[src/hw/hbm_defs.svh]
/*
 * offsets, field positions, reset values and encodings of the host bus master port.
 * assumes the includer applies them to 32-bit ahb-lite word registers.
 */
`ifndef HBM_DEFS_SVH
`define HBM_DEFS_SVH
// register byte offsets
`define HBM_MODE_OFS 12'h000
`define HBM_STAT_OFS 12'h004
// mode register fields
`define HBM_MODE_OVR_BIT 0
`define HBM_MODE_ATM_BIT 1
`define HBM_MODE_ASX_BIT 2
`define HBM_MODE_UPV_LSB 4
`define HBM_MODE_UPV_MSB 7
`define HBM_MODE_RST 32'h0000_0000
// status register fields
`define HBM_STAT_BUSY_BIT 0
`define HBM_STAT_OWN_BIT 1
`define HBM_STAT_PERR_BIT 2
// transfer size codes
`define HBM_SIZ_WORD 3'h0
`define HBM_SIZ_B16 3'h4
`define HBM_SIZ_B32 3'h5
// beats per transfer, minus one
`define HBM_LAST_WORD 4'h0
`define HBM_LAST_B16 4'h3
`define HBM_LAST_B32 4'h7
`endif

[src/hw/hbm_pkg.sv]
/*
 * types shared by the host bus master port files.
 * assumes hbm_defs.svh is on the include path.
 */
`default_nettype none
`include "hbm_defs.svh"
package hbm_pkg;
    typedef enum {hbm_idle, hbm_req, hbm_addr, hbm_data, hbm_recov} hbm_state_t;
    typedef enum logic [1:0] {hbm_single = 2'h0, hbm_quad = 2'h1, hbm_oct = 2'h2} hbm_burst_t;
    // transaction codes on the top address nibble
    typedef enum logic [3:0] {
        hbm_fc_tx1_data = 4'h0, hbm_fc_tx1_desc = 4'h1, hbm_fc_tx1_req = 4'h2,
        hbm_fc_tx0_data = 4'h3, hbm_fc_tx0_desc = 4'h4, hbm_fc_tx0_req = 4'h5,
        hbm_fc_rx2_data = 4'h6, hbm_fc_rx2_desc = 4'h7, hbm_fc_rx2_pool = 4'h8,
        hbm_fc_rx1_data = 4'h9, hbm_fc_rx1_desc = 4'hA, hbm_fc_rx1_pool = 4'hB,
        hbm_fc_rx0_data = 4'hC, hbm_fc_rx0_desc = 4'hD, hbm_fc_rx0_pool = 4'hE,
        hbm_fc_ptr_mem = 4'hF
    } hbm_fcode_t;
    function automatic logic [2:0] hbm_size_of(input logic [1:0] b);
        hbm_size_of = (b == hbm_oct) ? `HBM_SIZ_B32 : (b == hbm_quad) ? `HBM_SIZ_B16 : `HBM_SIZ_WORD;
    endfunction
    function automatic logic [3:0] hbm_last_of(input logic [1:0] b);
        hbm_last_of = (b == hbm_oct) ? `HBM_LAST_B32 : (b == hbm_quad) ? `HBM_LAST_B16 : `HBM_LAST_WORD;
    endfunction
endpackage
`default_nettype wire

[src/hw/hbm_parity.sv]
/*
 * byte-lane parity generator for a multiplexed bus word.
 * assumes a width that is a whole number of bytes.
 */
`default_nettype none
module hbm_parity #(
    parameter int WIDTH = 32,
    parameter bit ODD = 1'b1
) (
    // word in
    input wire logic [WIDTH-1:0] word,
    // one parity bit per byte lane
    output logic [WIDTH/8-1:0] lane_par
);
    if (WIDTH % 8 != 0 || WIDTH < 8)
    begin : g_bad
        $error("hbm_parity width must be whole bytes");
    end
    ////////////////////////////////////////////////////////////////////////
    // lane n covers bits 8n+7 down to 8n
    always_comb
    begin
        for (int i = 0; i < WIDTH / 8; i++)
        begin
            lane_par[i] = (^word[i*8 +: 8]) ^ ODD;
        end
    end
endmodule // hbm_parity
`default_nettype wire

[src/hw/hbm_regs.sv]
/*
 * ahb-lite slave holding the mode and status registers of the port.
 * assumes it is the only slave: its hreadyout is the bus hready.
 */
`default_nettype none
`include "hbm_defs.svh"
module hbm_regs (
    // clock and reset
    input wire logic hclk,
    input wire logic hresetn,
    // ahb-lite slave
    input wire logic hsel,
    input wire logic [31:0] haddr,
    input wire logic [1:0] htrans,
    input wire logic hwrite,
    input wire logic [31:0] hwdata,
    input wire logic hready,
    output logic hreadyout,
    output logic [31:0] hrdata,
    output logic hresp,
    // block state
    input wire logic busy,
    input wire logic owns_bus,
    input wire logic perr_pulse,
    // mode fields
    output logic [31:0] mode
);
    logic wr_pend, next_wr_pend, perr, next_perr;
    logic [11:0] wr_ofs, next_wr_ofs;
    logic [31:0] next_mode, next_hrdata;
    logic take;
    ////////////////////////////////////////////////////////////////////////
    // zero wait states, always okay
    assign hreadyout = 1'b1;
    assign hresp = 1'b0;
    assign take = hsel && htrans[1] && hready;
    // address phase capture, write in data phase, read data registered
    always_comb
    begin
        next_wr_pend = take && hwrite;
        next_wr_ofs = take ? haddr[11:0] : wr_ofs;
        next_mode = mode;
        next_perr = perr;
        next_hrdata = 32'h0000_0000;
        if (wr_pend && wr_ofs == `HBM_MODE_OFS)
            next_mode = hwdata;
        if (wr_pend && wr_ofs == `HBM_STAT_OFS && hwdata[`HBM_STAT_PERR_BIT])
            next_perr = 1'b0;
        // a fresh error wins over a clear in the same cycle
        if (perr_pulse)
            next_perr = 1'b1;
        if (take && !hwrite && haddr[11:0] == `HBM_MODE_OFS)
            next_hrdata = mode;
        else if (take && !hwrite && haddr[11:0] == `HBM_STAT_OFS)
        begin
            next_hrdata[`HBM_STAT_BUSY_BIT] = busy;
            next_hrdata[`HBM_STAT_OWN_BIT] = owns_bus;
            next_hrdata[`HBM_STAT_PERR_BIT] = perr;
        end
    end
    always_ff @(posedge hclk or negedge hresetn)
    begin
        if (!hresetn)
        begin
            wr_pend <= 1'b0;
            wr_ofs <= 12'h000;
            mode <= `HBM_MODE_RST;
            perr <= 1'b0;
            hrdata <= 32'h0000_0000;
        end
        else
        begin
            wr_pend <= next_wr_pend;
            wr_ofs <= next_wr_ofs;
            mode <= next_mode;
            perr <= next_perr;
            hrdata <= next_hrdata;
        end
    end
endmodule // hbm_regs
`default_nettype wire

[src/hw/hbm_port.sv]
/*
 * host bus master port: moves dma words over a multiplexed address/data bus
 * with byte parity, a demultiplexed word address and request/grant ownership.
 * assumes an external arbiter, a memory that acknowledges each data beat,
 * and an ahb-lite master for the mode and status registers.
 */
// Local design decisions: the address map and the AHB-Lite interface to the registers.
`default_nettype none
`include "hbm_defs.svh"
module hbm_port #(
    parameter bit PAR_ODD = 1'b1
) (
    // clock and reset
    input wire logic hclk,
    input wire logic hresetn,
    // ahb-lite register slave
    input wire logic hsel,
    input wire logic [31:0] haddr,
    input wire logic [1:0] htrans,
    input wire logic hwrite,
    input wire logic [2:0] hsize,
    input wire logic [31:0] hwdata,
    input wire logic hready,
    output logic hreadyout,
    output logic [31:0] hrdata,
    output logic hresp,
    // dma channel request
    input wire logic dma_req,
    input wire logic dma_write,
    input wire logic [3:0] dma_func,
    input wire logic [25:0] dma_word_addr,
    input wire logic [1:0] dma_burst,
    output logic dma_ready,
    input wire logic [31:0] dma_wdata,
    output logic dma_wdata_take,
    output logic [31:0] dma_rdata,
    output logic dma_rdata_valid,
    output logic dma_done,
    // arbitration
    output logic bus_request,
    input wire logic bus_grant,
    // multiplexed address/data with parity
    output logic [31:0] muxed_addr_data_out,
    output logic muxed_addr_data_oe_n,
    input wire logic [31:0] muxed_addr_data_in,
    output logic [3:0] bus_byte_parity_out,
    output logic bus_byte_parity_oe_n,
    input wire logic [3:0] bus_byte_parity_in,
    // demultiplexed word address
    output logic [25:0] demuxed_word_addr,
    output logic demuxed_word_addr_oe_n,
    // bus control
    output logic address_strobe,
    output logic read_write_dir,
    output logic [2:0] transfer_size,
    output logic bus_ctrl_oe_n,
    input wire logic bus_acknowledge
);
    hbm_pkg::hbm_state_t state, next_state;
    logic [25:0] start_addr, next_start_addr, cur_addr, next_cur_addr;
    logic [3:0] beats_left, next_beats_left, fcode, next_fcode;
    logic [2:0] size, next_size;
    logic is_write, next_is_write, asx_cnt, next_asx_cnt;
    logic [31:0] wdata, next_wdata, next_rdata;
    logic next_rvalid, next_done, perr_pulse;
    logic [31:0] mode;
    logic mode_ovr, mode_atm, mode_asx;
    logic [3:0] mode_upv, in_par;
    logic owns_bus;
    ////////////////////////////////////////////////////////////////////////
    // registers; hsize is ignored, every access is taken as a word
    hbm_regs u_regs (
        .hclk(hclk),
        .hresetn(hresetn),
        .hsel(hsel),
        .haddr(haddr),
        .htrans(htrans),
        .hwrite(hwrite),
        .hwdata(hwdata),
        .hready(hready),
        .hreadyout(hreadyout),
        .hrdata(hrdata),
        .hresp(hresp),
        .busy(state != hbm_pkg::hbm_idle),
        .owns_bus(owns_bus),
        .perr_pulse(perr_pulse),
        .mode(mode)
    );
    assign mode_ovr = mode[`HBM_MODE_OVR_BIT];
    assign mode_atm = mode[`HBM_MODE_ATM_BIT];
    assign mode_asx = mode[`HBM_MODE_ASX_BIT];
    assign mode_upv = mode[`HBM_MODE_UPV_MSB:`HBM_MODE_UPV_LSB];
    ////////////////////////////////////////////////////////////////////////
    // transfer sequencer: idle, request, address, data beats, recovery
    always_comb
    begin
        next_state = state;
        next_start_addr = start_addr;
        next_cur_addr = cur_addr;
        next_beats_left = beats_left;
        next_fcode = fcode;
        next_size = size;
        next_is_write = is_write;
        next_asx_cnt = asx_cnt;
        next_wdata = wdata;
        next_rdata = dma_rdata;
        next_rvalid = 1'b0;
        next_done = 1'b0;
        perr_pulse = 1'b0;
        dma_wdata_take = 1'b0;
        case (state)
            hbm_pkg::hbm_idle:
            begin
                if (dma_req)
                begin
                    // page addresses pass through untranslated
                    next_start_addr = dma_word_addr;
                    next_cur_addr = dma_word_addr;
                    next_fcode = dma_func;
                    next_is_write = dma_write;
                    next_size = hbm_pkg::hbm_size_of(dma_burst);
                    next_beats_left = hbm_pkg::hbm_last_of(dma_burst);
                    next_state = hbm_pkg::hbm_req;
                end
            end
            hbm_pkg::hbm_req:
            begin
                if (bus_grant)
                begin
                    next_asx_cnt = mode_asx;
                    next_state = hbm_pkg::hbm_addr;
                end
            end
            hbm_pkg::hbm_addr:
            begin
                if (asx_cnt)
                    next_asx_cnt = 1'b0; // stretched strobe, one more cycle
                else
                begin
                    next_state = hbm_pkg::hbm_data;
                    dma_wdata_take = is_write;
                    if (is_write)
                        next_wdata = dma_wdata;
                end
            end
            hbm_pkg::hbm_data:
            begin
                if (bus_acknowledge)
                begin
                    if (!is_write)
                    begin
                        next_rdata = muxed_addr_data_in;
                        next_rvalid = 1'b1;
                        perr_pulse = (in_par != bus_byte_parity_in);
                    end
                    if (beats_left == 4'h0)
                    begin
                        // strobe is low here, so acknowledge leads to recovery
                        next_state = hbm_pkg::hbm_recov;
                        next_done = 1'b1;
                    end
                    else
                    begin
                        next_beats_left = beats_left - 4'h1;
                        next_cur_addr = cur_addr + 26'h1;
                        dma_wdata_take = is_write;
                        if (is_write)
                            next_wdata = dma_wdata;
                    end
                end
            end
            hbm_pkg::hbm_recov:
            begin
                // request dropped so the arbiter can regrant afterwards
                next_state = hbm_pkg::hbm_idle;
            end
            default:
            begin
                next_state = hbm_pkg::hbm_idle;
            end
        endcase
    end
    always_ff @(posedge hclk or negedge hresetn)
    begin
        if (!hresetn)
        begin
            state <= hbm_pkg::hbm_idle;
            start_addr <= 26'h0000000;
            cur_addr <= 26'h0000000;
            beats_left <= 4'h0;
            fcode <= 4'h0;
            size <= `HBM_SIZ_WORD;
            is_write <= 1'b0;
            asx_cnt <= 1'b0;
            wdata <= 32'h0000_0000;
            dma_rdata <= 32'h0000_0000;
            dma_rdata_valid <= 1'b0;
            dma_done <= 1'b0;
        end
        else
        begin
            state <= next_state;
            start_addr <= next_start_addr;
            cur_addr <= next_cur_addr;
            beats_left <= next_beats_left;
            fcode <= next_fcode;
            size <= next_size;
            is_write <= next_is_write;
            asx_cnt <= next_asx_cnt;
            wdata <= next_wdata;
            dma_rdata <= next_rdata;
            dma_rdata_valid <= next_rvalid;
            dma_done <= next_done;
        end
    end
    ////////////////////////////////////////////////////////////////////////
    // bus drive, all decoded from registered state
    assign dma_ready = (state == hbm_pkg::hbm_idle);
    assign bus_request = (state == hbm_pkg::hbm_req);
    assign owns_bus = (state == hbm_pkg::hbm_addr) || (state == hbm_pkg::hbm_data)
        || (state == hbm_pkg::hbm_recov);
    assign address_strobe = (state == hbm_pkg::hbm_addr);
    assign read_write_dir = !is_write;
    assign transfer_size = size;
    assign bus_ctrl_oe_n = !owns_bus;
    // low two address bits have no pins and are zero on the muxed lines
    always_comb
    begin
        if (state == hbm_pkg::hbm_addr)
        begin
            muxed_addr_data_out[27:0] = {start_addr, 2'b00};
            muxed_addr_data_out[31:28] = mode_ovr ? mode_upv : fcode;
        end
        else
            muxed_addr_data_out = is_write ? wdata : 32'h0000_0000;
    end
    assign muxed_addr_data_oe_n = !((state == hbm_pkg::hbm_addr)
        || (state == hbm_pkg::hbm_data && is_write));
    assign bus_byte_parity_oe_n = muxed_addr_data_oe_n;
    // timing bit set: address tracks each beat; clear: holds the start word
    always_comb
    begin
        if (state == hbm_pkg::hbm_recov)
            demuxed_word_addr = 26'h0000000;
        else
            demuxed_word_addr = mode_atm ? cur_addr : start_addr;
    end
    assign demuxed_word_addr_oe_n = !owns_bus;
    // parity generated on the way out and checked on the way in
    hbm_parity #(.WIDTH(32), .ODD(PAR_ODD)) u_par_out (
        .word(muxed_addr_data_out),
        .lane_par(bus_byte_parity_out)
    );
    hbm_parity #(.WIDTH(32), .ODD(PAR_ODD)) u_par_in (
        .word(muxed_addr_data_in),
        .lane_par(in_par)
    );
endmodule // hbm_port
`default_nettype wire

[config.mk]
export PLATFORM = sky130hd
export DESIGN_NAME = hbm_port
export DESIGN_NICKNAME = d
export VERILOG_FILES = /design/src/hw/hbm_pkg.sv /design/src/hw/hbm_parity.sv /design/src/hw/hbm_regs.sv /design/src/hw/hbm_port.sv
export VERILOG_INCLUDE_DIRS = /design/src /design/src/hw
export SDC_FILE = /design/constraint.sdc
export NUM_CORES = 1
export LEC_CHECK = 0
export BUFFER_PORTS_ARGS = -buffer_cell sky130_fd_sc_hd__buf_2
export CORE_ASPECT_RATIO = 0.8
export CORE_MARGIN = 3
export CORE_UTILIZATION = 35
export DETAILED_ROUTE_END_ITERATION = 7
export HOLD_SLACK_MARGIN = 0.1
export PLACE_DENSITY_LB_ADDON = 0.2
export SETUP_SLACK_MARGIN = 0.5
export SYNTH_ARGS = -nofsm -noshare
export SYNTH_HDL_FRONTEND = slang
export SYNTH_SLANG_ARGS = --single-unit
[constraint.sdc]
create_clock -name hclk -period 3.6 [get_ports hclk]
set_clock_uncertainty 0.2 [all_clocks]
set_input_delay 0.72 -clock hclk [delete_from_list [all_inputs] [get_ports hclk]]
set_output_delay 0.72 -clock hclk [all_outputs]
set_load 0.005 [all_outputs]
After elaboration in Yosys (flattened, before gate mapping):

Cells that the tools add are included.

* register bits after elaboration: 241
* bits in latches: 0
* RAM bits: 0
* memory bits (read-only): 0
* output and inout port bits: 142
* word-level logic and storage cells: 135
* memories: 0

* $add $sub $neg: 2
* multiply operators: 0
* div/mod/pow operators: 0
* $lt $le $gt $ge: 0
* equal/unequal tests: 18
* shift operators: 0
* muxes and demuxes: 48
* bitwise logic cells: 9
* reductions and logical operators: 41

Operators with widths (count)
* 32-bit 2-to-1 mux: 11
* 26-bit 2-to-1 mux: 5
* 32-bit one-hot mux with 4 select lines: 1
* 32-bit by 2-bit equality test with 1-bit output (second input constant): 3
* 32-bit by 3-bit equality test with 1-bit output (second input constant): 2
* 32-bit zero test: 2
* 32-bit one-hot mux with 2 select lines: 1
* 8-bit XOR reduction: 8
* 26-bit one-hot mux with 2 select lines: 1
* 32-bit by 1-bit equality test with 1-bit output (second input constant): 1
* 32-bit by 4-bit equality test with 1-bit output (second input constant): 1
* 32-bit nonzero test: 1
* 29-bit 2-to-1 mux: 1
* 26-bit by 1-bit adder with 26-bit output (second input constant): 1
* 12-bit by 3-bit equality test with 1-bit output (second input constant): 2
* 12-bit zero test: 2
* 4-bit 2-to-1 mux: 4
* 1-bit 2-to-1 mux: 15
* 3-bit 2-to-1 mux: 5
* 2-bit != test (second input constant): 6
* 1-bit logical AND: 10
* 1-bit inverter: 9
* 4-bit one-hot mux with 2 select lines: 1
* 4-bit AND reduction: 2
* other kinds (13): 23

Depth between registers and ports, before layout:

* depth in word-level cells: 7
* depth in mapped cells: 8
* depth with buffers taken out: 7

By module:

A second synthesis with hierarchy kept.

* cells, all modules: 973
* area total of the unflattened synthesis: 10268.6 um^2

Modules (own cells, without submodules)
* hbm_port: instances 1, cells each 727, area an instance 6864.1 um^2, sequential area each 3328.2 um^2
* hbm_regs: instances 1, cells each 190, area an instance 2914.0 um^2, sequential area each 1951.9 um^2
* hbm_parity: instances 2, cells each 28, area an instance 245.2 um^2, sequential area each 0.0 um^2

Least setup slack after synthesis:

No wires, ideal clock.

* kind: reg2out
* start point: reg state[1]
* end point: out bus_byte_parity_out[1]
* arrival: 1.864 ns
* setup slack: 0.816 ns
* stages on the path, launching flop included: 8
* path buffers: 2
* path through: dfrtp_1 -> buf_4 -> or3b_4 -> buf_2 -> mux2_4 -> xor2_1 -> xnor3_1 -> xnor2_1

* longest elaborated chain between the ends: 4

RTL lines
* from (decl): RTL line hbm_port.sv:59 `hbm_pkg::hbm_state_t state, next_state;`
* from (signal assigned): RTL line hbm_port.sv:187 `state <= hbm_pkg::hbm_idle;`
* from (signal assigned): RTL line hbm_port.sv:202 `state <= next_state;`
* 32-bit by 3-bit equality test with 1-bit output: RTL line hbm_port.sv:229 `if (state == hbm_pkg::hbm_addr)`
* 32-bit 2-to-1 mux: RTL line hbm_port.sv:229
* 8-bit XOR reduction: RTL line hbm_parity.sv:25 `lane_par[i] = (^word[i*8 +: 8]) ^ ODD;`
* 1-bit inverter (no source line)
* to (decl): RTL line hbm_port.sv:46 `output logic [3:0] bus_byte_parity_out,`

No other way between the ends.

Worst setup path after layout:

* start point: reg state[0]
* end point: out bus_byte_parity_out[2]

Same word-level chain as after synthesis.

==> summary.md <==
| Metric | Value |
|---|---|
| Run status | completed |
| Overflow after GRT | 0 |
| Initial antenna violation count | 2 |
| DR iter-0 viols | approximately 540 |
| H-Tree Depth | 1 |
| Reg-to-reg startpoint | state[0]$_DFFE_PN0P_ |
| Hold Path Class | primary input to flip-flop |
| Clock power share | 0.217 |
| RSZ-0062 raised after global routing | yes |
| Post-DP HPWL | 21500 um |
| DR vias | 7826 |
| Sw Share | 0.370 |
| Io pins | 320 |
| Commonest non-fill, non-tap cell in the layout | buf_2 |
| RePlAce Congestion | 0.841 |
| Most used routing layer | met1 |
| DRC violations left | 0 |
| Design Power | between 10 and 15 mW |
| GRT met1 Usage | 0.276 |
| Final Net Count | ~1400 |
| Met3 Use GR | 0.0383 |
| Share of layout cells above drive strength 1 | 0.398 |
| Hold Vio Cnt, Final | 0 |
| Pins over their slew limit | 0 |
| Fillers | between 2000 and 3000 |
| Hold WS | 0.191 ns |
| Worst slew pin tran | roughly 0.91 ns |
| Die footprint | roughly 0.031 mm2 |
| Worst VDD drop | 0.000540 V |
| Post-synthesis cell type count | 59 |
| Relative slew slack | 0.392 |
| Most frequent cells in the layout | buf_2, dfrtp_1, nand2_1, mux2_2, nor2_1 |
| CP required | approximately 2.7 ns |
| Synthesized flop and latch total | ~210 |
| Post-DP Area | roughly 0.012 mm2 |
| Final min period | between 3 and 4 ns |
| Internal power | a little over 7 mW |
| Port-buffer cells | between 200 and 300 |
| Core area | between 0.02 and 0.03 mm2 |
| Vias per cell | approximately 4.9 |
| Final ANT Viol Nets | 0 |
| Worst Hold End | fcode[3]$_DFFE_PN0P_ |
| Die height | 159 um |
| NetSw | approximately 4.2 mW |
| Post-Layout Inst Area | ~0.013 mm2 |
| Main synth FF type | dfrtp_1 |
| Largest net degree at the start of global routing | 82 |
| Clk root buf | clkbuf_16 |
| Final wirelength | a little under 30000 um |
| Max-cap violations | 0 |
| Critical Path Fanout Max | 10 |
| GRT Resource Usage Total | 0.184 |
| Pwr Density | ~900 mW/mm2 |
| Global-route wire length before repair | about 45000 um |
| Met2 usage | 0.271 |
| Worst Setup Path Type | flip-flop to primary output |
| Die W | between 150 and 200 um |
| Synth Instances | roughly 930 |
| # rows | 55 |
| Worst R2R End | cur_addr[25]$_DFFE_PN0P_ |
| Maximum clock rate | roughly 280 MHz |
| Setup-failing EPs final | 0 |
| Area Overhead vs Synth | 27.3% |
| Flop pwr share | 0.333 |
| Clock transition at path regs | roughly 0.060 ns |
| R2R Setup Slk | ~0.87 ns |
| Clock latency on the worst-skew pair | roughly 0.52 ns |
| HP Start | dma_func[3] |
| Worst setup EP type | primary output |
| Mapped cell area | around 0.010 mm2 |
| Comb power frac | 0.450 |
| TritonRoute pass-1 iters | 5 |
| Fin crit share | 0.989 |
| Worst setup SP type | flip-flop |
| Longest Clk Path Bufs | 3 |
| Syn_area_per_cell | approximately 11 um2 |
| CTS Sinks | around 210 |
| Post-synth EDFFs | 0 |
| Post-synthesis sequential area ratio | 0.519 |
| TritonCTS Buffers | 24 |
| Hold path depth | 3 |
| Async SR Flop Fraction | 1.00 |
| R2R depth | 7 |
| Crit path DAT | ~2.6 ns |
| Vias in the first global route | around 7700 |
| CTS tree | done |
| Synth warn | 0 |
| Leakage | roughly 6.5 nW |
| DR WL/cell | approximately 18 um |
| Initial Util | 0.358 |
==> power by group through the flow <==
stage / Combinational [mW] / Clock (mW) / Sequential (mW)
floorplan: 3.29 / 0 / 3.59
global placement: 4.90 / 0 / 3.79
global route: 5.65 / 2.64 / 3.88
CTS: 5.05 / 2.55 / 3.77
finish: 5.10 / 2.46 / 3.78
detailed placement: 4.97 / 0 / 3.80
==> cell type report <==
class	count	area [um2]	area share
Inverter	33	129	0.00995
Tap cell	370	463	0.0357
Clock buffer	32	671	0.0518
Clock inverter	12	129	0.00995
Antenna cell	3	7.51	0.000580
Multi-Input combinational cell	626	4540	0.350
Sequential cell	211	5280	0.408
Timing Repair Buffer	321	1740	0.134
==> metrics by stage <==
| step | setup WS [ns] | instances | utilization | setup TNS (ns) |
|---|---|---|---|---|
| 3_5_place_dp | 0.333 | 1557 | 0.424 | 0 |
| 3_3_place_gp | 0.340 | 1557 | 0.424 | 0 |
| 6_report | 0.0391 | 1608 | 0.456 | 0 |
| 2_1_floorplan | 0.816 | 929 | - | 0 |
| 5_1_grt | -0.0411 | 1607 | 0.456 | -0.0775 |
| 4_1_cts | 0.0376 | 1605 | 0.454 | 0 |
==> what timing repair did <==
action / CTS / global route
setup endpoints to repair: 31 / 9
hold buffers: 1 / 0
endpoints found under the hold margin: 77 / 0
pin swaps: 2 / 2
setup buffers: 3 / 0
gates resized for setup: 5 / 9
==> worst max-delay path by stage <==
stage,start,end,slack [ns],depth (start not counted)
detailed placement,state[2]$_DFFE_PN0P_,bus_byte_parity_out[2],0.33,7
global route,state[0]$_DFFE_PN0P_,bus_byte_parity_out[2],-0.04,7
global placement,state[2]$_DFFE_PN0P_,bus_byte_parity_out[2],0.34,7
finish,state[0]$_DFFE_PN0P_,bus_byte_parity_out[2],0.04,7
floorplan,state[1]$_DFFE_PN0P_,bus_byte_parity_out[1],0.82,7
CTS,state[2]$_DFFE_PN0P_,bus_byte_parity_out[2],0.04,7
==> critical path, stage by stage (launching register included) <==
cell and delay [ns]:
dfrtp_1 0.37, or3b_4 0.49, buf_8 0.18, mux2_4 0.31, xor2_1 0.17, xnor3_1 0.28, xnor2_2 0.17, buf_2 0.15
==> sequential cells by signal (all words and copies together), names as in the netlist, 12 cells and up <==
signal	cells
start_addr	26
dma_rdata	32
u_regs.wr_ofs	12
u_regs.hrdata	32
cur_addr	26
wdata	32
u_regs.mode	32
==> cell families after synthesis <==
kind of cell	Yosys count	share of synthesized area
compound gates	106	0.0653
mux	154	0.170
simple gates	310	0.140
flops	211	0.519
fa+ha+maj	3	0.00369
xor+xnor	50	0.0587
other cells	2	0.000738
buf+inv	92	0.0430
==> layer usage <==
layer / vias up / share of wire
met5: - / 0
met4: 0 / 0.021
met3: 36 / 0.070
met2: 241 / 0.44
met1: 3793 / 0.47
li1: 3756 / -
==> Yosys cell counts, drive strengths merged (2+ instances only) <==
master	n	share of area
a211oi	2	0.0015
mux2i	35	0.034
dfrtp	211	0.52
nor3b	3	0.0022
inv	33	0.012
xnor2	26	0.023
nand2	145	0.054
a22o	2	0.0017
a31oi	5	0.0031
o22a	3	0.0026
a2bb2oi	8	0.0069
nor3	8	0.0044
nand4	7	0.0043
xor2	13	0.011
o21a	2	0.0015
buf	37	0.023
clkbuf	22	0.0081
o21ai	35	0.018
xnor3	11	0.024
nor4	7	0.0058
nand3	38	0.019
conb	2	0.00074
a41oi	2	0.0017
nor2	58	0.022
ha	3	0.0037
o221a	2	0.0022
a21oi	26	0.013
o22ai	9	0.0055
and2	32	0.020
mux2	118	0.13
and3	6	0.0037
o311ai	3	0.0026
Note: power is estimated with default switching activity, not from simulation.
